<file path="src/rtl/pie_pkg.sv">
`default_nettype none

package pie_pkg;

	// Register byte offsets
	localparam logic [7:0] REG_RPC = 8'h00;
	localparam logic [7:0] REG_SSW = 8'h04;
	localparam logic [7:0] REG_MSW = 8'h08;
	localparam logic [7:0] REG_STAT = 8'h0c;
	localparam logic [7:0] REG_LINK = 8'h10;
	localparam logic [7:0] REG_CNT = 8'h14;

	// machine_state_word bit indices (vector index, LSB is bit 0)
	localparam int unsigned BIT_EXT_GATE = 15;
	localparam int unsigned BIT_USER = 14;
	localparam int unsigned BIT_FPU = 13;
	localparam int unsigned BIT_HWF = 12;
	localparam int unsigned BIT_FTRAP = 11;
	localparam int unsigned BIT_BYTECHK = 7;
	localparam int unsigned BIT_VBASE = 6;
	localparam int unsigned BIT_IXLATE = 5;
	localparam int unsigned BIT_DXLATE = 4;

	// Reset values and masks
	localparam logic [31:0] MSW_RESET = 32'h00001000;
	localparam logic [31:0] SSW_RESET = 32'h00000000;
	localparam logic [31:0] RPC_RESET = 32'h00000000;
	localparam logic [31:0] MSW_WMASK = 32'h0000f8f0;
	localparam logic [31:0] CLR_NORMAL = 32'h0000e8b0;
	localparam logic [31:0] CLR_MCHK = 32'h0000f8b0;
	localparam logic [31:0] CLR_SYSCALL = 32'h0000c800;

	// Status register fields
	localparam int unsigned STAT_HALT_BIT = 0;
	localparam int unsigned STAT_KIND_LSB = 4;

	// Vector layout
	localparam logic [31:0] VEC_BASE_LOW = 32'h00000000;
	localparam logic [31:0] VEC_BASE_HIGH = 32'hfff00000;
	localparam logic [31:0] VEC_RESET = 32'h00000100;
	localparam logic [31:0] VEC_MCHK = 32'h00000200;
	localparam logic [31:0] VEC_DSTOR = 32'h00000300;
	localparam logic [31:0] VEC_ISTOR = 32'h00000400;
	localparam logic [31:0] VEC_EXT = 32'h00000500;
	localparam logic [31:0] VEC_ALIGN = 32'h00000600;
	localparam logic [31:0] VEC_PROG = 32'h00000700;
	localparam logic [31:0] VEC_FPUNAV = 32'h00000800;
	localparam logic [31:0] VEC_TRACE = 32'h00000900;
	localparam logic [31:0] VEC_FPIMP = 32'h00000a00;
	localparam logic [31:0] VEC_SYSCALL = 32'h00001000;
	localparam int unsigned SYSCALL_SHIFT = 5;

	typedef enum logic [3:0] {
		IRQ_RESET = 4'h0,
		IRQ_MCHK = 4'h1,
		IRQ_DSTOR = 4'h2,
		IRQ_ISTOR = 4'h3,
		IRQ_EXT = 4'h4,
		IRQ_ALIGN = 4'h5,
		IRQ_PROG = 4'h6,
		IRQ_FPUNAV = 4'h7,
		IRQ_TRACE = 4'h8,
		IRQ_FPIMP = 4'h9,
		IRQ_SYSCALL = 4'ha
	} pie_irq_e;

	typedef struct packed {
		logic valid;
		pie_irq_e kind;
		logic [15:0] cause;
		logic [31:0] cur_pc;
		logic [31:0] next_pc;
		logic [31:0] beyond_pc;
		logic cur_faults;
		logic [6:0] entry;
	} pie_req_s;

	typedef struct packed {
		logic valid;
		logic [31:0] target;
		logic [31:0] msw;
	} pie_redir_s;

endpackage

`default_nettype wire

</file>
<file path="src/rtl/pie_top.sv">
// Summary of operation
// [RULE_01] Non-call interrupts save current/next address, low two bits zero, in return_pc_save.
// [RULE_02] Non-call interrupts load cause bits into upper half of saved_status_word; reset and machine check load zero instead.
// [RULE_03] Non-call interrupts copy low state half into saved_status_word before changing it.
// [RULE_04] Non-call interrupts clear seven state bits; keep base; machine check clears fault trap.
// [RULE_05] Fetch resumes with new state at selected base plus type offset.
// [RULE_06] Offsets: reset 0x100, machine check 0x200, data storage 0x300.
// [RULE_07] Offsets: instruction storage 0x400, external 0x500, alignment 0x600.
// [RULE_08] Offsets: float unavailable 0x800, trace 0x900.
// [RULE_09] Offsets: program 0x700, float imprecise 0xA00.
// [RULE_10] Offsets 0xB00 to 0xFFF at both bases are never used as vectors.
// [RULE_11] System call saves return address to link, status to count register.
// [RULE_12] System call enters one of 128 points, 0x20 apart, from 0x1000.
// [RULE_13] System call clears only gate, user and float trap bits.
// [RULE_14] Non-call interrupts switch off both translation bits.
// [RULE_15] All interrupts precise except float imprecise, machine check, reset.
// [RULE_16] Program, alignment, data storage save faulting instruction address.
// [RULE_17] Float imprecise saves an address beyond the faulting instruction.
// [RULE_18] External and instruction storage save next instruction address.
// [RULE_19] Reset and machine check save current address if it faults, else next.
// [RULE_20] System call puts return address in link; return_pc_save unchanged.
// [RULE_21] Older instructions completed, none at or after saved address executed.
// [RULE_22] Data storage or alignment suppresses load target and update base writeback.
// [RULE_23] Machine check with fault trap off enters checkstop instead.
//
// Local design decisions: the APB slave port and the address map.
`timescale 1ns/100ps
`default_nettype none

module pie_top
	import pie_pkg::*;
(
	input wire logic pclk,
	input wire logic presetn,
	input wire logic clk_en,
	input wire logic psel,
	input wire logic penable,
	input wire logic pwrite,
	input wire logic [7:0] paddr,
	input wire logic [31:0] pwdata,
	output logic pready,
	output logic [31:0] prdata,
	output logic pslverr,
	input wire pie_req_s req,
	output logic irq_taken,
	output pie_redir_s redir,
	output logic link_we,
	output logic [31:0] link_data,
	output logic count_we,
	output logic [31:0] count_data,
	output logic wb_kill,
	output logic checkstop,
	output logic [31:0] machine_state
);

	////////////////////////////////////////////////////////////////
	// Decode helpers

	function automatic logic [31:0] vec_off(input pie_irq_e k, input logic [6:0] e);
		logic [31:0] o;
		o = VEC_RESET;
		unique case (k)
			IRQ_RESET: o = VEC_RESET; // RULE_06
			IRQ_MCHK: o = VEC_MCHK; // RULE_06
			IRQ_DSTOR: o = VEC_DSTOR; // RULE_06
			IRQ_ISTOR: o = VEC_ISTOR; // RULE_07
			IRQ_EXT: o = VEC_EXT; // RULE_07
			IRQ_ALIGN: o = VEC_ALIGN; // RULE_07
			IRQ_PROG: o = VEC_PROG; // RULE_09
			IRQ_FPUNAV: o = VEC_FPUNAV; // RULE_08
			IRQ_TRACE: o = VEC_TRACE; // RULE_08
			IRQ_FPIMP: o = VEC_FPIMP; // RULE_09
			IRQ_SYSCALL: o = VEC_SYSCALL + {20'h00000, e, 5'h00}; // RULE_12
			default: o = VEC_RESET;
		endcase
		return o;
	endfunction

	function automatic logic [31:0] pick_ret(input pie_req_s r);
		logic [31:0] a;
		a = r.next_pc;
		unique case (r.kind)
			IRQ_PROG, IRQ_ALIGN, IRQ_DSTOR, IRQ_FPUNAV: a = r.cur_pc; // RULE_16
			IRQ_FPIMP: a = r.beyond_pc; // RULE_17 RULE_15
			IRQ_EXT, IRQ_ISTOR, IRQ_TRACE: a = r.next_pc; // RULE_18
			IRQ_RESET, IRQ_MCHK: a = r.cur_faults ? r.cur_pc : r.next_pc; // RULE_19 RULE_15
			IRQ_SYSCALL: a = r.next_pc; // RULE_20
			default: a = r.next_pc;
		endcase
		return {a[31:2], 2'b00};
	endfunction

	function automatic logic is_sys(input pie_irq_e k);
		return k == IRQ_SYSCALL;
	endfunction

	////////////////////////////////////////////////////////////////
	// State

	logic [31:0] rpc_q;
	logic [31:0] ssw_q;
	logic [31:0] msw_q;
	logic [31:0] link_q;
	logic [31:0] cnt_q;
	logic halt_q;
	pie_irq_e last_kind_q;
	logic pready_q;
	logic [31:0] prdata_q;
	logic pslverr_q;
	logic taken_q;
	pie_redir_s redir_q;
	logic link_we_q;
	logic count_we_q;
	logic wb_kill_q;

	////////////////////////////////////////////////////////////////
	// Interrupt acceptance

	logic active;
	logic fault_off;
	logic take;
	logic stop;
	logic sys;
	logic [31:0] ret_addr;
	logic [31:0] base;
	logic [31:0] clr_mask;
	logic [31:0] msw_new;
	logic [15:0] cause_new;

	always_comb
	begin
		active = clk_en & req.valid & ~halt_q;
		fault_off = ~msw_q[BIT_HWF];
		stop = active & (req.kind == IRQ_MCHK) & fault_off; // RULE_23
		take = active & ~stop;
		sys = is_sys(req.kind);
		ret_addr = pick_ret(req); // RULE_01
		base = msw_q[BIT_VBASE] ? VEC_BASE_HIGH : VEC_BASE_LOW;
		if (sys)
			clr_mask = CLR_SYSCALL; // RULE_13
		else if (req.kind == IRQ_MCHK)
			clr_mask = CLR_MCHK; // RULE_04
		else
			clr_mask = CLR_NORMAL; // RULE_04 RULE_14
		msw_new = msw_q & ~clr_mask;
		if (req.kind == IRQ_RESET || req.kind == IRQ_MCHK)
			cause_new = 16'h0000;
		else
			cause_new = req.cause; // RULE_02
	end

	////////////////////////////////////////////////////////////////
	// APB slave

	logic rd_setup;
	logic wr_en;
	logic mapped;
	logic [31:0] rd_mux;

	always_comb
	begin
		rd_setup = psel & ~penable;
		wr_en = psel & penable & pwrite & pready_q & ~pslverr_q;
		mapped = 1'b1;
		rd_mux = 32'h00000000;
		unique case (paddr)
			REG_RPC: rd_mux = rpc_q;
			REG_SSW: rd_mux = ssw_q;
			REG_MSW: rd_mux = msw_q;
			REG_STAT:
			begin
				rd_mux[STAT_HALT_BIT] = halt_q;
				rd_mux[STAT_KIND_LSB +: 4] = last_kind_q;
			end
			REG_LINK: rd_mux = link_q;
			REG_CNT: rd_mux = cnt_q;
			default: mapped = 1'b0;
		endcase
	end

	// One wait-free access phase; error on unmapped address
	always_ff @(posedge pclk or negedge presetn)
	begin
		if (!presetn)
		begin
			pready_q <= 1'b0;
			prdata_q <= 32'h00000000;
			pslverr_q <= 1'b0;
		end
		else if (clk_en)
		begin
			pready_q <= rd_setup;
			if (rd_setup)
			begin
				prdata_q <= pwrite ? 32'h00000000 : rd_mux;
				pslverr_q <= ~mapped;
			end
			else
			begin
				pslverr_q <= 1'b0;
			end
		end
	end

	////////////////////////////////////////////////////////////////
	// Save registers; interrupt beats a software write

	always_ff @(posedge pclk or negedge presetn)
	begin
		if (!presetn)
			rpc_q <= RPC_RESET;
		else if (take && !sys)
			rpc_q <= ret_addr; // RULE_01 RULE_21
		else if (clk_en && wr_en && paddr == REG_RPC)
			rpc_q <= pwdata;
	end

	always_ff @(posedge pclk or negedge presetn)
	begin
		if (!presetn)
			ssw_q <= SSW_RESET;
		else if (take && !sys)
			ssw_q <= {cause_new, msw_q[15:0]}; // RULE_02 RULE_03
		else if (clk_en && wr_en && paddr == REG_SSW)
			ssw_q <= pwdata;
	end

	always_ff @(posedge pclk or negedge presetn)
	begin
		if (!presetn)
			msw_q <= MSW_RESET;
		else if (take)
			msw_q <= msw_new; // RULE_04 RULE_13 RULE_14
		else if (clk_en && wr_en && paddr == REG_MSW)
			msw_q <= pwdata & MSW_WMASK;
	end

	// Link and count copies for system calls
	always_ff @(posedge pclk or negedge presetn)
	begin
		if (!presetn)
		begin
			link_q <= 32'h00000000;
			cnt_q <= 32'h00000000;
			link_we_q <= 1'b0;
			count_we_q <= 1'b0;
		end
		else if (clk_en)
		begin
			link_we_q <= take & sys;
			count_we_q <= take & sys;
			if (take && sys)
			begin
				link_q <= ret_addr; // RULE_11 RULE_20
				cnt_q <= msw_q; // RULE_11
			end
		end
	end

	////////////////////////////////////////////////////////////////
	// Redirect, writeback kill, checkstop

	always_ff @(posedge pclk or negedge presetn)
	begin
		if (!presetn)
		begin
			taken_q <= 1'b0;
			redir_q <= '0;
			wb_kill_q <= 1'b0;
		end
		else if (clk_en)
		begin
			taken_q <= take;
			redir_q.valid <= take;
			wb_kill_q <= take & (req.kind == IRQ_DSTOR || req.kind == IRQ_ALIGN); // RULE_22
			if (take)
			begin
				redir_q.target <= base + vec_off(req.kind, req.entry); // RULE_05 RULE_10
				redir_q.msw <= msw_new; // RULE_05
			end
		end
	end

	always_ff @(posedge pclk or negedge presetn)
	begin
		if (!presetn)
		begin
			halt_q <= 1'b0;
			last_kind_q <= IRQ_RESET;
		end
		else if (clk_en)
		begin
			if (stop)
				halt_q <= 1'b1; // RULE_23
			if (take)
				last_kind_q <= req.kind;
		end
	end

	assign pready = pready_q;
	assign prdata = prdata_q;
	assign pslverr = pslverr_q;
	assign irq_taken = taken_q;
	assign redir = redir_q;
	assign link_we = link_we_q;
	assign link_data = link_q;
	assign count_we = count_we_q;
	assign count_data = cnt_q;
	assign wb_kill = wb_kill_q;
	assign checkstop = halt_q;
	assign machine_state = msw_q;
endmodule

`default_nettype wire

</file>
<file path="config.mk">
export PLATFORM = sky130hd
export DESIGN_NAME = pie_top
export DESIGN_NICKNAME = d
export VERILOG_FILES = /design/src/rtl/pie_pkg.sv /design/src/rtl/pie_top.sv
export SDC_FILE = /design/constraint.sdc
export NUM_CORES = 1
export LEC_CHECK = 0
export BUFFER_PORTS_ARGS = -buffer_cell sky130_fd_sc_hd__clkbuf_2
export CAP_MARGIN = 40
export CORE_ASPECT_RATIO = 1.2
export CORE_MARGIN = 2
export CORE_UTILIZATION = 40
export DETAILED_ROUTE_END_ITERATION = 7
export PLACE_DENSITY = 0.67
export SYNTH_ARGS = -nofsm -noshare
export SYNTH_HDL_FRONTEND = slang
export SYNTH_SLANG_ARGS = --single-unit
</file>
<file path="constraint.sdc">
create_clock -name pclk -period 2.8 [get_ports pclk]
set_input_delay 0 -clock pclk [delete_from_list [all_inputs] [get_ports pclk]]
set_output_delay 0 -clock pclk [all_outputs]
set_load 0.02 [all_outputs]
</file>
==> results of run 1 <==
[layout make-up]
type                            instances  share of cell area
Multi-Input combinational cell        792              0.3658
Sequential cell                       168              0.3250
Timing Repair Buffer                  435              0.2272
Clock buffer                           20             0.03530
Tap cell                              320             0.03095
Clock inverter                         11             0.01064
Inverter                               16            0.004932
Antenna cell                            1           0.0001934
[cells in the final DEF, fill, tap and decap left out, drive strengths merged, types with 3 or more instances in the layout]
cell type    Yosys  routed
dfrtp          167     167
inv             15      18
a2111oi         31      31
and2            33      33
a211oi          34      34
mux2i           12      12
o22ai            5       5
clkinvlp         0       6
nor2b           10      10
nand2b          31      31
nor2            18      18
o2bb2ai          5       5
a22o             5       5
clkbuf          53     297
nor3             3       3
nand3           68      68
mux4             9       9
a22oi           21      21
buf            143      33
mux2            22      22
a31oi           61      61
nand2          111     111
a21oi           58      58
nor4bb           3       3
conb             1      86
o31ai            3       3
dlygate4sd3      0     125
o21ai          138     138
[final timing paths]
kind	to	cells after the start
setup reg to reg	rpc_q[23]$_DFFE_PN0P_	6
max in group asynchronous	rpc_q[20]$_DFFE_PN0P_	3
hold / removal	link_data[2]$_DFFE_PN0P_	4
hold reg to reg	redir[37]$_DFFE_PN0P_	2
setup / recovery	rpc_q[23]$_DFFE_PN0P_	6
min in group asynchronous	redir[64]$_DFFE_PN0P_	2
[registers in the layout, summed over array words and instances (netlist names)]
| register | count |
|---|---|
| rpc_q | 32 |
| machine_state | 9 |
| prdata | 32 |
| link_data | 30 |
| ssw_q | 32 |
| count_data | 9 |
| pready | 1 |
| count_we | 1 |
| pslverr | 1 |
| redir | 15 |
| wb_kill | 1 |
| checkstop | 1 |
| last_kind_q | 4 |
[worst reg2reg max path, delay by kind of cell, from the launching register on]
family | cells | cell delay [ns]
buffers and inverters | 3 | 0.95
flip-flops | 1 | 0.60
AO/OA/AOI/OAI | 3 | 1.02
[where the power goes]
group	switching [mW]	internal, mW	total, mW
combinational	0.922	0.741	1.66
sequential	0.212	2.76	2.97
clock	1.03	1.37	2.40
total	2.16	4.87	7.03
[kinds of logic (layout without fill, tap and decap cells)]
logic type / after synthesis / after routing
flip-flops: 168 / 168
AO/OA/AOI/OAI: 368 / 368
XOR/XNOR: 1 / 1
multiplexers: 43 / 43
other: 1 / 87
buffers and inverters: 212 / 482
AND/OR/NAND/NOR: 294 / 294
[repair_timing]
action	in CTS	in global routing
hold buffers	125	0
endpoints found under the setup margin	0	8
resized for setup	0	4
setup buffers	0	0
hold endpoints to repair	169	0
[per-layer routing]
layer,GRT usage,vias to the layer above,share of wire
met5,0,-,0
met4,0.1010,0,0.031
li1,-,4433,-
met1,0.3296,4657,0.42
met2,0.4293,448,0.49
met3,0.04364,79,0.057
==> impl_metrics.tcl, run 1 <==
set metrics [dict create \
    status "complete, no violations" \
    seqCellArea_sq_um 4205 \
    slew_viol_final 0 \
    leakagePower_nw 5.871 \
    grt_max_degree 73 \
    drc 0 \
    dp_hpwl_microns 22250 \
    viasPerCell 5.455 \
    instances_no_fill 1763 \
    yosys.cell_count.top_type "dfrtp_1" \
    dr_total_vias 9617 \
    syn_inst 1087 \
    core_sq_um 24050 \
    power_density_nw_per_um2 543.7 \
    finalHoldViolations 0 \
    hold_path.startpoint "req[10]" \
    async_flop_share 1.000 \
    dp.cells 1606 \
    total_power_mw 7.034 \
    clock_latency_ns 0.42 \
    gp_congestion 0.8421 \
    synth_seq_area_share 0.4279 \
    initial_core_util 0.4087 \
    drive_above_1_share 0.2718 \
    path_cells "clkinvlp_4 > a211o_4 > buf_12 > a2111oi_0 > a31oi_1 > dlygate4sd3_1" \
    synth-compound-area-share 0.2293 \
    drtAntennaViolNets 0 \
    r2r_slack_ns 0.13 \
    synth_fa_ha_area_frac 0 \
    pre_cts_slack_ns 0.4937 \
    worstPathRequired_ns 3.11 \
    ys_seq_elements 168 \
    timing.final.crit_period_ns 2.673 \
    synth-simple-area-share 0.1538 \
    synth.top_cell.area_share 0.4252 \
    grt_use_total 0.2557 \
    grt_pass1_vias 9448 \
    crit_type "reg -> reg" \
    ir_worst_vdd_mv 0.3973 \
    rows 62 \
    tns_ns 0 \
    setup_viol 0 \
    period_share 0.9546 \
    ys_types 58 \
    final_util 0.5380 \
    setup_ws_ns 0.1273 \
    die_height_microns 175.7 \
    first_pass_iters 5 \
    worst-path-max-fanout 60 \
    slowest_delay_ns 0.60 \
    synth_edf_count 0 \
    finalInstanceArea_sq_um 12940 \
    cts_tree "built" \
    drtIter0Drc 647 \
    critPathTopFamily "compound AO/OA/AOI/OAI gates" \
    cap_violations 0 \
    synth.area.top_cells "dfrtp_1 (43%), buf_4 (8.5%), o21ai_0 (7.0%)" \
    io_pins 371 \
    timing.slew.headroom 0.4348 \
    fin_nets 1601 \
    cts_buffer_depth 2 \
    grt_setup_unrepaired "no" \
    syn_to_final_growth_pct 31.64 \
    synth_mux_area_frac 0.05805 \
    cts_sinks 168 \
    crit_path_top_delay_cell "dfstp_2" \
    crit_start "machine_state[12]$_DFFE_PN1P_" \
    cts-root-buf "clkbuf_16" \
    fmax_mhz 374.1 \
    fp.dieW_microns 147.1 \
    holdWs_ns 0.01659 \
    portBuffers 278 \
    end_kind "flop" \
    fill_cells 2189 \
    grt_pass1_wl_microns 51960 \
    cts_buffers 17 \
    ys.warnings.count 0 \
    synthXorXnorAreaFrac 0.0008912 \
    die_area_sq_um 25850 \
    placed_cell_area_sq_um 11080 \
    wirelength_microns 33600 \
    gr-total-overflow 0 \
    synthFlopType "dfrtp_1" \
    clkSlewWorstSetupHoldPaths_ns 0.07 \
    wl_per_cell_microns 19.06 \
    h-tree-depth 4 \
    yosysTopAreaCell "dfrtp_1" \
    multi_input_area_sq_um 4732 \
    crit_buf_inv 3 \
    startpoint_type "flop" \
    antenna_found_initial 1 \
    netlist_area_sq_um 9828 \
    tightest_slew_ns 0.8463 \
    fin_worst_skew_ns 0.01248 \
    hp-class "in -> reg" \
    syn_area_per_cell_sq_um 9.042 \
    arrival_ns 2.99 \
    worstReg2RegStart "machine_state[12]$_DFFE_PN1P_" \
    synth_top_family_by_area "compound AO/OA/AOI/OAI gates" \
    synth_common_cells "dfrtp_1 (167), o21ai_0 (137), buf_4 (111), nand2_1 (111), nand3_1 (68)" \
]
(Power assumes the default switching activity.)
==> run 2: changes to the inputs <==
--- a/config.mk
+++ b/config.mk
@@ -10,6 +10,7 @@
 export CORE_ASPECT_RATIO = 1.2
 export CORE_MARGIN = 2
 export CORE_UTILIZATION = 40
+export CTS_BUF_LIST = sky130_fd_sc_hd__clkbuf_16
 export DETAILED_ROUTE_END_ITERATION = 7
 export PLACE_DENSITY = 0.67
 export SYNTH_ARGS = -nofsm -noshare
==> impl_metrics.tcl, run 2 (synthesis gave the netlist of run 1 again) <==
set metrics [dict create \
    path_cells "clkinvlp_4 > a211o_4 > buf_12 > a2111oi_0 > a31oi_1 > dlygate4sd3_1" \
    worstReg2RegStart "machine_state[12]$_DFFE_PN1P_" \
    total_power_mw 6.974 \
    startpoint_type "flop" \
    drtIter0Drc 660 \
    tightest_slew_ns 0.8430 \
    period_share 0.9582 \
    clkSlewWorstSetupHoldPaths_ns 0.07 \
    rr_worst_depth 6 \
    cts_buffers 17 \
    arrival_ns 3.00 \
    tns_ns 0 \
    hold_depth 4 \
    fin_worst_skew_ns 0.01098 \
    dr_total_vias 9699 \
    setup_ws_ns 0.1171 \
    instances_no_fill 1763 \
    grt_pass1_wl_microns 51970 \
    cts_sinks 168 \
    h-tree-depth 4 \
    clock_latency_ns 0.43 \
    antenna_found_initial 1 \
    crit_end "rpc_q[23]$_DFFE_PN0P_" \
    grt_setup_unrepaired "no" \
    cts_tree "built" \
    gr-total-overflow 0 \
    dp_hpwl_microns 22250 \
    io_pins 371 \
    hp-class "in -> reg" \
    r2r_slack_ns 0.12 \
    fmax_mhz 372.7 \
    wl_per_cell_microns 19.10 \
    dp.cells 1606 \
    rows 62 \
    end_kind "flop" \
    die_height_microns 175.7 \
    postCtsSetupRepairBufs 0 \
    status "complete, no violations" \
    crit_path_top_delay_cell "dfstp_2" \
    r2r_end "rpc_q[23]$_DFFE_PN0P_" \
    grt_max_degree 73 \
    leakagePower_nw 5.864 \
    ir_worst_vdd_mv 0.4030 \
    finalHoldViolations 0 \
    grt_use_total 0.2557 \
    cts_buffer_depth 2 \
    cts-root-buf "clkbuf_16" \
    drc 0 \
    crit_start "machine_state[12]$_DFFE_PN1P_" \
    fin_nets 1601 \
    worst-path-max-fanout 60 \
    wirelength_microns 33670 \
    power_density_nw_per_um2 539.9 \
    cap_violations 0 \
    first_pass_iters 5 \
    core_sq_um 24050 \
    fp.dieW_microns 147.1 \
    slew_viol_final 0 \
    timing.final.crit_period_ns 2.683 \
    pre_cts_slack_ns 0.4937 \
    drtAntennaViolNets 0 \
    slowest_delay_ns 0.60 \
    portBuffers 278 \
    drive_above_1_share 0.2705 \
    crit_type "reg -> reg" \
    setup_viol 0 \
    gp_congestion 0.8421 \
    timing.slew.headroom 0.4370 \
    layout_common_cells "clkbuf_2 (277), dfrtp_1 (167), o21ai_0 (137)" \
    initial_core_util 0.4087 \
    die_area_sq_um 25850 \
    viasPerCell 5.501 \
    syn_to_final_growth_pct 31.43 \
    grt_pass1_vias 9490 \
    final_common_cell "clkbuf_2" \
    worstPathRequired_ns 3.11 \
]
run 2: cell count changes in the layout (fill, tap and decap cells not counted), sizes merged:
cell | before | now
clkbuf | 297 | 294
clkinv | 1 | 3
inv | 18 | 19
run 2: cell type report:
type                    count  area [sq um]
well taps                 320         400.4
multi-input cells         792          4732
repair buffers            435          2939
clock inverters            14         148.9
fillers                  2192         11130
diodes                      1         2.502
inverters                  16         63.81
clock buffers              17         425.4
flip-flops and latches    168          4205
run 2: worst min-delay path by stage:
stage | start | slack (ns) | endpoint
after floorplan | presetn | -0.30 | checkstop$_DFFE_PN0P_
after global placement | presetn | -0.002 | redir[64]$_DFFE_PN0P_
after global routing | req[29] | 0.02 | link_data[21]$_DFFE_PN0P_
after detailed placement | presetn | -0.00004 | redir[64]$_DFFE_PN0P_
after CTS | req[16] | 0.00009 | link_data[8]$_DFFE_PN0P_
final | req[10] | 0.01 | link_data[2]$_DFFE_PN0P_
run 2: critical path, delay by kind of cell (launching register included):
| family | cells | cell delay [ns] |
|---|---|---|
| flip-flops | 1 | 0.60 |
| AO/OA/AOI/OAI | 3 | 0.97 |
| buffers and inverters | 3 | 0.95 |
run 2: power by group:
group          switching, mW  internal (mW)  leakage [nW]  total (mW)
combinational          0.921          0.740          3.45        1.66
clock                   1.03           1.32         0.268        2.34
sequential             0.214           2.76          2.14        2.97
total                   2.16           4.81          5.86        6.97
run 2: layer usage:
metal	up-vias	wire length, microns	global-route usage
met1	4704	13980	0.3291
met2	476	16510	0.4299
met5	-	0	0
met4	0	1037	0.1034
met3	80	2138	0.04208
li1	4439	-	-
run 2: metrics by stage:
step | instance area, sq um | util | hold WS, ns
floorplan | 10150 | - | -0.2956
global placement | 11080 | 0.4608 | -0.002152
finish | 12920 | 0.5371 | 0.01071
detailed placement | 11080 | 0.4608 | -0.00004444
global route | 12910 | 0.5370 | 0.01850
CTS | 12910 | 0.5367 | 0.00008774
run 2: repair_timing:
action	4_1_cts	5_1_grt
setup endpoints to repair	0	8
hold buffers	125	0
gates resized for setup	0	4
hold endpoints to repair	169	0
